[src/ttwd_pkg.sv]
// Purpose: Shared constants and types for the timer, table and wake move decoder.
// Assumes: 16-bit instruction words, 4-bit data memory, 7-bit data address.
// Notes:   Opcode prefixes are matched against the top bits of the instruction.
// ----------------------------------------------------------------------------
// Package
// ----------------------------------------------------------------------------
package ttwd_pkg;
    // Field widths.
    localparam int unsigned INSTR_W  = 16;
    localparam int unsigned ADDR_W   = 7;
    localparam int unsigned NIB_W    = 4;
    localparam int unsigned IMM8_W   = 8;
    // Field positions.
    localparam int unsigned ADDR_LSB = 0;
    localparam int unsigned IMM_LSB  = 0;
    localparam int unsigned PFX12_LSB = 4;
    localparam int unsigned PFX8_LSB  = 8;
    localparam int unsigned PFX9_LSB  = 7;
    // Opcode prefixes.
    localparam logic [11:0] OP_WAKE_EN  = 12'h520;
    localparam logic [7:0]  OP_T0_LOAD  = 8'h10;
    localparam logic [7:0]  OP_T1_LOAD  = 8'h11;
    localparam logic [8:0]  OP_T0_LOW   = 9'h028;
    localparam logic [8:0]  OP_T0_HIGH  = 9'h029;
    localparam logic [8:0]  OP_T1_LOW   = 9'h02a;
    localparam logic [8:0]  OP_T1_HIGH  = 9'h02b;
    localparam logic [8:0]  OP_TAB_LOW  = 9'h130;
    localparam logic [8:0]  OP_TAB_HIGH = 9'h131;
    // Reset values.
    localparam logic [3:0]  RST_NIB     = 4'h0;
    localparam logic [7:0]  RST_BYTE    = 8'h00;

    // Operations recognised by this group.
    typedef enum logic [3:0] {
        OPK_NONE,
        OPK_WAKE_EN,
        OPK_T0_LOAD,
        OPK_T1_LOAD,
        OPK_T0_LOW,
        OPK_T0_HIGH,
        OPK_T1_LOW,
        OPK_T1_HIGH,
        OPK_TAB_LOW,
        OPK_TAB_HIGH
    } ttwd_op_t;
endpackage : ttwd_pkg
[src/ttwd_core.sv]
// Purpose: Executes wake-enable, timer-load and pointer-move instructions.
// Assumes: exec_i marks one machine cycle; memory read data is same-cycle.
// Notes:   Timer and table logic sit outside; this block feeds them.
// Operation
// [RULE_01] Wake-enable opcode with zero nibble, one cycle.
// [RULE_02] Each immediate bit enables one line's wake.
// [RULE_03] Timer A immediate load and start.
// [RULE_04] Memory nibble into timer A low.
// [RULE_05] Memory nibble into timer A high.
// [RULE_06] Timer B immediate load and start.
// [RULE_07] Memory nibble into timer B low.
// [RULE_08] Memory nibble into timer B high.
// [RULE_09] Memory nibble into table pointer low.
// [RULE_10] Memory nibble into table pointer high.
// [RULE_11] Source address is low seven bits.
// [RULE_12] Accumulator and zero flag stay untouched.
`timescale 1ns/1ps
// ----------------------------------------------------------------------------
// Core
// ----------------------------------------------------------------------------
module ttwd_core (
    // Clock and reset.
    input  wire logic        mclk_i,
    input  wire logic        srst_i,
    // Instruction stream.
    input  wire logic        exec_i,
    input  wire logic [15:0] instr_i,
    // Data memory read port.
    output logic      [6:0]  dmem_addr_o,
    input  wire logic [3:0]  dmem_rdata_i,
    // Core hand-off.
    output logic             claim_o,
    output logic             acc_flag_we_o,
    // Stop-mode wake enables.
    output logic      [3:0]  stop_wake_edge_enable_o,
    // Countdown timer A.
    output logic             timer_a_start_o,
    output logic      [7:0]  timer_a_value_o,
    output logic      [3:0]  timer0_low_nibble_o,
    output logic      [3:0]  timer0_high_nibble_o,
    // Countdown timer B.
    output logic             timer_b_start_o,
    output logic      [7:0]  timer_b_value_o,
    output logic      [3:0]  timer1_low_nibble_o,
    output logic      [3:0]  timer1_high_nibble_o,
    // Table pointer.
    output logic      [3:0]  table_pointer_low_o,
    output logic      [3:0]  table_pointer_high_o
);
    // ------------------------------------------------------------------------
    // State
    // ------------------------------------------------------------------------
    typedef struct packed {
        logic [3:0] wake;
        logic       a_start;
        logic [7:0] a_val;
        logic [3:0] a_lo;
        logic [3:0] a_hi;
        logic       b_start;
        logic [7:0] b_val;
        logic [3:0] b_lo;
        logic [3:0] b_hi;
        logic [3:0] tab_lo;
        logic [3:0] tab_hi;
    } ttwd_state_t;

    ttwd_state_t          st_ff;
    ttwd_state_t          nxt_st;
    ttwd_pkg::ttwd_op_t   op;
    logic [7:0]           imm8;
    logic [3:0]           imm4;

    ttwd_decode ttwd_decode_inst (
        .instr_i (instr_i),
        .op_o    (op)
    );

    // Immediate fields and memory address are plain slices of the word.
    assign imm8        = instr_i[ttwd_pkg::IMM_LSB +: ttwd_pkg::IMM8_W];
    assign imm4        = instr_i[ttwd_pkg::IMM_LSB +: ttwd_pkg::NIB_W];
    assign dmem_addr_o = instr_i[ttwd_pkg::ADDR_LSB +: ttwd_pkg::ADDR_W]; // [RULE_11]

    // The core must not write the accumulator or zero flag for a claimed word.
    assign claim_o       = exec_i && (op != ttwd_pkg::OPK_NONE);
    assign acc_flag_we_o = 1'b0; // [RULE_12]

    // ------------------------------------------------------------------------
    // Next state
    // ------------------------------------------------------------------------
    // Start strobes last one cycle; nibble registers hold until rewritten.
    always_comb begin
        nxt_st         = st_ff;
        nxt_st.a_start = 1'b0;
        nxt_st.b_start = 1'b0;
        if (exec_i) begin
            case (op)
                ttwd_pkg::OPK_WAKE_EN: begin
                    nxt_st.wake = imm4; // [RULE_02]
                end
                ttwd_pkg::OPK_T0_LOAD: begin
                    nxt_st.a_val   = imm8; // [RULE_03]
                    nxt_st.a_start = 1'b1;
                end
                ttwd_pkg::OPK_T1_LOAD: begin
                    nxt_st.b_val   = imm8; // [RULE_06]
                    nxt_st.b_start = 1'b1;
                end
                ttwd_pkg::OPK_T0_LOW:   nxt_st.a_lo   = dmem_rdata_i; // [RULE_04]
                ttwd_pkg::OPK_T0_HIGH:  nxt_st.a_hi   = dmem_rdata_i; // [RULE_05]
                ttwd_pkg::OPK_T1_LOW:   nxt_st.b_lo   = dmem_rdata_i; // [RULE_07]
                ttwd_pkg::OPK_T1_HIGH:  nxt_st.b_hi   = dmem_rdata_i; // [RULE_08]
                ttwd_pkg::OPK_TAB_LOW:  nxt_st.tab_lo = dmem_rdata_i; // [RULE_09]
                ttwd_pkg::OPK_TAB_HIGH: nxt_st.tab_hi = dmem_rdata_i; // [RULE_10]
                default: begin
                    nxt_st = nxt_st;
                end
            endcase
        end
    end

    // Register the whole state; every field clears on reset.
    always_ff @(posedge mclk_i) begin
        if (srst_i) begin
            st_ff <= '{wake: ttwd_pkg::RST_NIB, a_start: 1'b0, a_val: ttwd_pkg::RST_BYTE,
                       a_lo: ttwd_pkg::RST_NIB, a_hi: ttwd_pkg::RST_NIB, b_start: 1'b0,
                       b_val: ttwd_pkg::RST_BYTE, b_lo: ttwd_pkg::RST_NIB,
                       b_hi: ttwd_pkg::RST_NIB, tab_lo: ttwd_pkg::RST_NIB,
                       tab_hi: ttwd_pkg::RST_NIB};
        end else begin
            st_ff <= nxt_st;
        end
    end

    // Outputs straight from the state flip-flops.
    assign stop_wake_edge_enable_o = st_ff.wake;
    assign timer_a_start_o         = st_ff.a_start;
    assign timer_a_value_o         = st_ff.a_val;
    assign timer0_low_nibble_o     = st_ff.a_lo;
    assign timer0_high_nibble_o    = st_ff.a_hi;
    assign timer_b_start_o         = st_ff.b_start;
    assign timer_b_value_o         = st_ff.b_val;
    assign timer1_low_nibble_o     = st_ff.b_lo;
    assign timer1_high_nibble_o    = st_ff.b_hi;
    assign table_pointer_low_o     = st_ff.tab_lo;
    assign table_pointer_high_o    = st_ff.tab_hi;
endmodule : ttwd_core

[src/ttwd_decode.sv]
// Purpose: Combinational opcode match for the move group.
// Assumes: Instruction word is stable for the whole machine cycle.
// Notes:   Returns OPK_NONE for any word outside this group.
`timescale 1ns/1ps
// ----------------------------------------------------------------------------
// Decoder
// ----------------------------------------------------------------------------
module ttwd_decode (
    // Instruction in.
    input  wire logic [15:0]       instr_i,
    // Decoded operation out.
    output ttwd_pkg::ttwd_op_t     op_o
);
    logic [11:0] pfx12;
    logic [7:0]  pfx8;
    logic [8:0]  pfx9;

    // Prefix slices of the instruction word.
    assign pfx12 = instr_i[15:ttwd_pkg::PFX12_LSB];
    assign pfx8  = instr_i[15:ttwd_pkg::PFX8_LSB];
    assign pfx9  = instr_i[15:ttwd_pkg::PFX9_LSB];

    // Match the prefixes; the groups never overlap, so order is free.
    always_comb begin
        op_o = ttwd_pkg::OPK_NONE;
        if (pfx12 == ttwd_pkg::OP_WAKE_EN) begin                 // [RULE_01]
            op_o = ttwd_pkg::OPK_WAKE_EN;
        end else if (pfx8 == ttwd_pkg::OP_T0_LOAD) begin         // [RULE_03]
            op_o = ttwd_pkg::OPK_T0_LOAD;
        end else if (pfx8 == ttwd_pkg::OP_T1_LOAD) begin         // [RULE_06]
            op_o = ttwd_pkg::OPK_T1_LOAD;
        end else begin
            case (pfx9)
                ttwd_pkg::OP_T0_LOW:   op_o = ttwd_pkg::OPK_T0_LOW;   // [RULE_04]
                ttwd_pkg::OP_T0_HIGH:  op_o = ttwd_pkg::OPK_T0_HIGH;  // [RULE_05]
                ttwd_pkg::OP_T1_LOW:   op_o = ttwd_pkg::OPK_T1_LOW;   // [RULE_07]
                ttwd_pkg::OP_T1_HIGH:  op_o = ttwd_pkg::OPK_T1_HIGH;  // [RULE_08]
                ttwd_pkg::OP_TAB_LOW:  op_o = ttwd_pkg::OPK_TAB_LOW;  // [RULE_09]
                ttwd_pkg::OP_TAB_HIGH: op_o = ttwd_pkg::OPK_TAB_HIGH; // [RULE_10]
                default:               op_o = ttwd_pkg::OPK_NONE;
            endcase
        end
    end
endmodule : ttwd_decode

[config.mk]
export PLATFORM = sky130hd
export DESIGN_NAME = ttwd_core
export DESIGN_NICKNAME = d
export VERILOG_FILES = /design/src/ttwd_pkg.sv /design/src/ttwd_core.sv /design/src/ttwd_decode.sv
export SDC_FILE = /design/constraint.sdc
export NUM_CORES = 1
export LEC_CHECK = 0
export ABC_AREA = 1
export BUFFER_PORTS_ARGS = -buffer_cell sky130_fd_sc_hd__buf_2
export CAP_MARGIN = 10
export CORE_AREA = 2 2 72 74
export DETAILED_ROUTE_END_ITERATION = 8
export DIE_AREA = 0 0 74 76
export GPL_ROUTABILITY_DRIVEN = 0
export PLACE_DENSITY = 0.68
export SYNTH_ARGS = -nofsm -noshare
export SYNTH_HDL_FRONTEND = slang
export SYNTH_SLANG_ARGS = --single-unit
export TNS_END_PERCENT = 50
[constraint.sdc]
create_clock -name mclk_i -period 1.6 [get_ports mclk_i]
set_input_delay 0.32 -clock mclk_i [delete_from_list [all_inputs] [get_ports mclk_i]]
set_output_delay 0.32 -clock mclk_i [all_outputs]
set_load 0.02 [all_outputs]
Yosys cells after proc, flatten, opt, wreduce, memory -nomap -nowiden. Cells that the tools add are included. W data, S select, Z words.

Bits of input ports: 23. Output and inout bits: 55. Logic and storage cells: 48. Register bits: 46.

Reduce and logical (&&, ||, !) cells: 12. Equality and inequality tests: 18. Bitwise gates (word level): 1. Multiplexer cells: 6.

Operators by type and width (count): $eq A9 B6 Y1 const B (4); $pmux W4 S6 (1); $eq A9 B9 Y1 const B (2); $mux W9 (2); $reduce_and A2 Y1 (9); $eq A4 B3 Y1 const B (4); $eq A8 B5 Y1 const B (2); $eq A12 B11 Y1 const B (1); $mux W4 (3); $eq A4 B2 Y1 const B (2); $eq A4 B4 Y1 const B (2); $eq A4 B1 Y1 const B (1); $reduce_bool A4 Y1 (1); $reduce_or A2 Y1 (1); $logic_and A1 B1 Y1 (1); $not A1 Y1 (1).

Longest topological paths before layout.
Word-level depth: 7. Mapped depth: 9. Depth with buffers taken out: 9.

By module. Synthesis repeated with hierarchy kept, for this count alone.

Cell total of the unflattened synthesis: 329. Area total of the unflattened synthesis: 2184.6 um^2.

By module, submodules not included: ttwd_core (instances 1, area an instance 1988.2 um^2, seq. area each 920.9 um^2, cells an instance 280); ttwd_decode (instances 1, area an instance 196.4 um^2, seq. area each 0.0 um^2, cells an instance 49).

Least setup slack after synthesis. No wires, ideal clock.

Path kind: input port to output port. Start point: input instr_i[9]. End point: output claim_o. Cell stages on the path: 9. Buffers on the path: 0. Arrival time: 1.225 ns. Slack: 0.055 ns. Cell sequence: inv_2 > nand2_1 > nor2_1 > nand3_1 > nand2_1 > nand2_1 > nand4_1 > nor2_1 > nor2_1.

Word-level cells in the longest chain between the ends: 7.

RTL lines: from (decl) (line ttwd_core.sv:27) `input wire logic [15:0] instr_i,`; $eq A9 B9 Y1 or $eq A9 B6 Y1 (tied branches) (line ttwd_decode.sv:33) `case (pfx9)`; $pmux W4 S6 (line ttwd_decode.sv:33); $mux W4 (line ttwd_decode.sv:30) `end else if (pfx8 == ttwd_pkg::OP_T1_LOAD) begin`; $mux W4 (line ttwd_decode.sv:28) `end else if (pfx8 == ttwd_pkg::OP_T0_LOAD) begin`; $mux W4 (*) (line ttwd_decode.sv:26) `if (pfx12 == ttwd_pkg::OP_WAKE_EN) begin`; $reduce_bool A4 Y1 (*) (line ttwd_core.sv:84) `assign claim_o = exec_i && (op != ttwd_pkg::OPK_NONE);`; $logic_and A1 B1 Y1 (*) (line ttwd_core.sv:84); to (decl) (line ttwd_core.sv:32) `output logic claim_o,`.

Mark *: on every way between the ends. The rest lies on a longest branch, timed or not.

Worst setup path in the final report.
Start point: input instr_i[11]. End point: output claim_o.

Same word-level chain as after synthesis.

==> out/qor.csv <==
stage,metric,value,unit
clock_network,clk buf depth,2,
synthesis,XOR/XNOR share of the synthesized area,0,%
place,dpl cell area,2570,um2
final_layout,total inserted antenna cells,0,
sta,Peak Freq,0.589,GHz
routing,DRT Pass-1 Iters,5,
synthesis,simple-gate portion of the synthesized area,31.0,%
outcome,outcome,"finished, violations left",
clock_network,cts hold-fix bufs,0,
worst_setup_path,Reg2Reg Depth,2,
worst_setup_path,CP cell instances,buf_2 > inv_2 > nand2_1 > nor3_2 > nand3_1 > nand4_1 > nor2_1 > nor2_1 > buf_4,
sta,setup TNS,-181,ps
die,# IOs,78,
final_layout,"commonest non-fill, non-tap cell in the layout",buf_2,
clock_network,CTS tree,built,
clock_network,H-tree lvl count,2,
sta,skew final,0,ps
run,max-cap check violation count,0,
synthesis,Yosys reg bits,46,
worst_setup_path,reg2reg end,timer0_high_nibble_o[3]$_SDFFE_PP0P_,
worst_setup_path,Critical Path RT,1280,ps
synthesis,largest family of logic cells by synthesized area,simple AND/OR/NAND/NOR gates,
synthesis,Synth Instances,272,
min_path,Hold Path End,timer_a_value_o[0]$_SDFFE_PP0P_,
clock_network,Clock Sink Count,46,
worst_setup_path,R2R setup slack,960,ps
sta,final setup vio count,2,
synthesis,register area share after synthesis,45.6,%
clock_network,Clock Latency Late Sink,290,ps
min_path,hold depth,3,
grt,GRT Overall Usage,20.0,%
worst_setup_path,critical path type,in2out,
sta,Hold Slack,304,ps
routing,mean routed wirelength per cell,12.6,um
final_layout,Area Overhead vs Synth,43.9,%
sta,unrepaired setup endpoints after global routing,yes,
worst_setup_path,critical path's slowest cell,nor3_2,
synthesis,mux contribution to synthesized area,0,%
grt,maximum number of pins on one net before global-route repair,20,
die,Core Footprint,4910,um2
worst_setup_path,CP dominant cell by count,nor2_1,
synthesis,Synth Cell Area,2020,um2
place,IO buf count,76,
die,row count,26,
final_layout,Nets,403,
clock_network,cts bufs inserted,5,
synthesis,Synth Net Count,295,
synthesis,post-synthesis adder-cell area fraction,0,%
worst_setup_path,critical path endpoint category,output pin,
synthesis,synth top area cells,"dfxtp_1 46%, nand2_1 13%, a21oi_1 9.7%",
synthesis,synth unique cells,28,
worst_setup_path,crit path DAT,1380,ps
grt,vias in the first global route,1993,
final_layout,Post-Layout Inst Area,2910,um2
sta,fin. max-slew vios,0,
routing,vias,2171,
worst_setup_path,crit path buf inv count,3,
routing,drt drc,0,
routing,Final ANT Viol Nets,0,
die,die width,74,um
worst_setup_path,peak fanout along the critical path,5,
grt,initial antenna violation count,0,
worst_setup_path,Critical R2R Launch,timer0_high_nibble_o[3]$_SDFFE_PP0P_,
pwr,maximum VDD drop,0.552,mV
pwr,PD cells,744,nW/um2
clock_network,"Clk pin slew, worst setup/hold paths",80,ps
worst_setup_path,Critical Path Max Stage Delay,160,ps
worst_setup_path,startpoint class of the critical path,input port,
clock_network,root buffer cell,clkbuf_8,
final_layout,Finished Core Util,59.1,%
synthesis,top cell type's share of synthesized area,45.6,%
routing,routed wire length,5680,um
sta,fin crit share,106,%
routing,Vias/cell,4.81,
synthesis,cell taking the most area after synthesis,dfxtp_1,
routing,Iter 0 DRT Violations,117,
die,DIE HEIGHT,76,um
synthesis,Synth Area in Compound Gates,13.3,%
grt,first-pass GRT wire length,8860,um
pwr,leakage power total,1.30,nW
sta,Fin. Hold Viols,0,
worst_setup_path,"CP delay by family, top",simple AND/OR/NAND/NOR gates,
outcome,failing checks,negative setup slack,
min_path,worst hold start,instr_i[0],
grt,remaining global-route overflow,0,
final_layout,"commonest non-fill, non-tap cells in the layout","71 x buf_2, 64 x nand2_1, 46 x dfxtp_1",
die,Initial Util,41.1,%
synthesis,synth warn,0,
synthesis,post-synthesis area per instance,7.42,um2
sta,setup ws final,-97.4,ps
min_path,Min-Delay Path Class,in2reg,
final_layout,share of layout cells above drive strength 1,43.8,%
die,DIE AREA,5620,um2
sta,clock period minus worst slack,1700,ps
place,DP Wirelength,3930,um
sequential cells by signal (all words and copies together) (netlist names), 4 cells and up:
| signal | flops |
|---|---|
| stop_wake_edge_enable_o | 4 |
| timer1_high_nibble_o | 4 |
| timer0_low_nibble_o | 4 |
| timer_a_value_o | 8 |
| timer0_high_nibble_o | 4 |
| table_pointer_high_o | 4 |
| table_pointer_low_o | 4 |
| timer1_low_nibble_o | 4 |
| timer_b_value_o | 8 |
cells by family (layout without fill, tap and decap cells):
family,Yosys count,count (layout)
DFF,46,46
buffers and inverters,43,152
and+or+nand+nor,130,130
other,1,1
AOI/OAI and AO/OA,52,52
worst max path at each step:
stage | slack, ps | depth (start not counted) | endpoint | startpoint
after floorplan | 60 | 9 | claim_o | instr_i[9]
after global routing | -170 | 9 | claim_o | instr_i[11]
final | -100 | 9 | claim_o | instr_i[11]
after CTS | -50 | 11 | claim_o | instr_i[12]
after global placement | -60 | 11 | claim_o | instr_i[9]
after detailed placement | -100 | 11 | claim_o | instr_i[9]
synth_stat cells:
library cell  instances
buf_4                 8
inv_1                16
buf_6                 1
nor2_1               22
nor4_1                1
clkinv_1              3
nor3b_1               1
nand3_2               6
nor3_1                5
buf_2                 1
clkbuf_1              5
clkinv_2              1
nand4_2               1
nor2_2                4
o21ai_0              11
nor3_2                2
dfxtp_1              46
nand2_1              69
nand4_1               6
a21oi_2               1
nand3_1               9
a21oi_1              39
conb_1                1
o21ai_2               1
inv_2                 8
nand2_2               2
nor2_4                1
nor4_4                1
per-layer routing:
metal  vias up  wire length, um  GRT usage [%]
met4         0              138           5.82
li1       1088                -              -
met2        94             2810           34.5
met3        20              418           6.08
met1       969             2310           23.5
met5         -                0              0
worst reg2reg max path, stage by stage (launching register included):
cell     delay, ps
dfxtp_1        350
nand2_1         60
a21oi_1        160
stage by stage:
stage                     std cells  power, mW  setup slack, ps
after floorplan                 272       1.27             55.3
after global placement          427       1.37            -56.3
after detailed placement        427       1.37            -95.9
final                           451       2.16            -97.4
after global routing            451       2.25             -175
after CTS                       448       2.17            -51.1
where the power goes:
| group | internal (mW) | switching (mW) | total [mW] | leakage [nW] |
|---|---|---|---|---|
| Clock | 0.396 | 0.382 | 0.778 | 0.0544 |
| Sequential | 1.14 | 0.000557 | 1.15 | 0.370 |
| Combinational | 0.0895 | 0.147 | 0.237 | 0.878 |
| Total | 1.63 | 0.530 | 2.16 | 1.30 |
cell type report:
cell class / count / area [um2]
fill: 457 / 2010
multi-input combinational: 183 / 960
sequential: 46 / 921
timing repair buffer: 116 / 716
inverter: 28 / 116
clock buffer: 7 / 96.3
tap: 70 / 87.6
clock inverter: 1 / 8.76
what timing repair did:
action                                  4_1_cts  5_1_grt
gates resized for setup                      20       14
pin swaps                                    11        8
endpoints found under the setup margin        1        2
setup buffers                                13        3
Note: power is estimated with default switching activity, not from simulation.
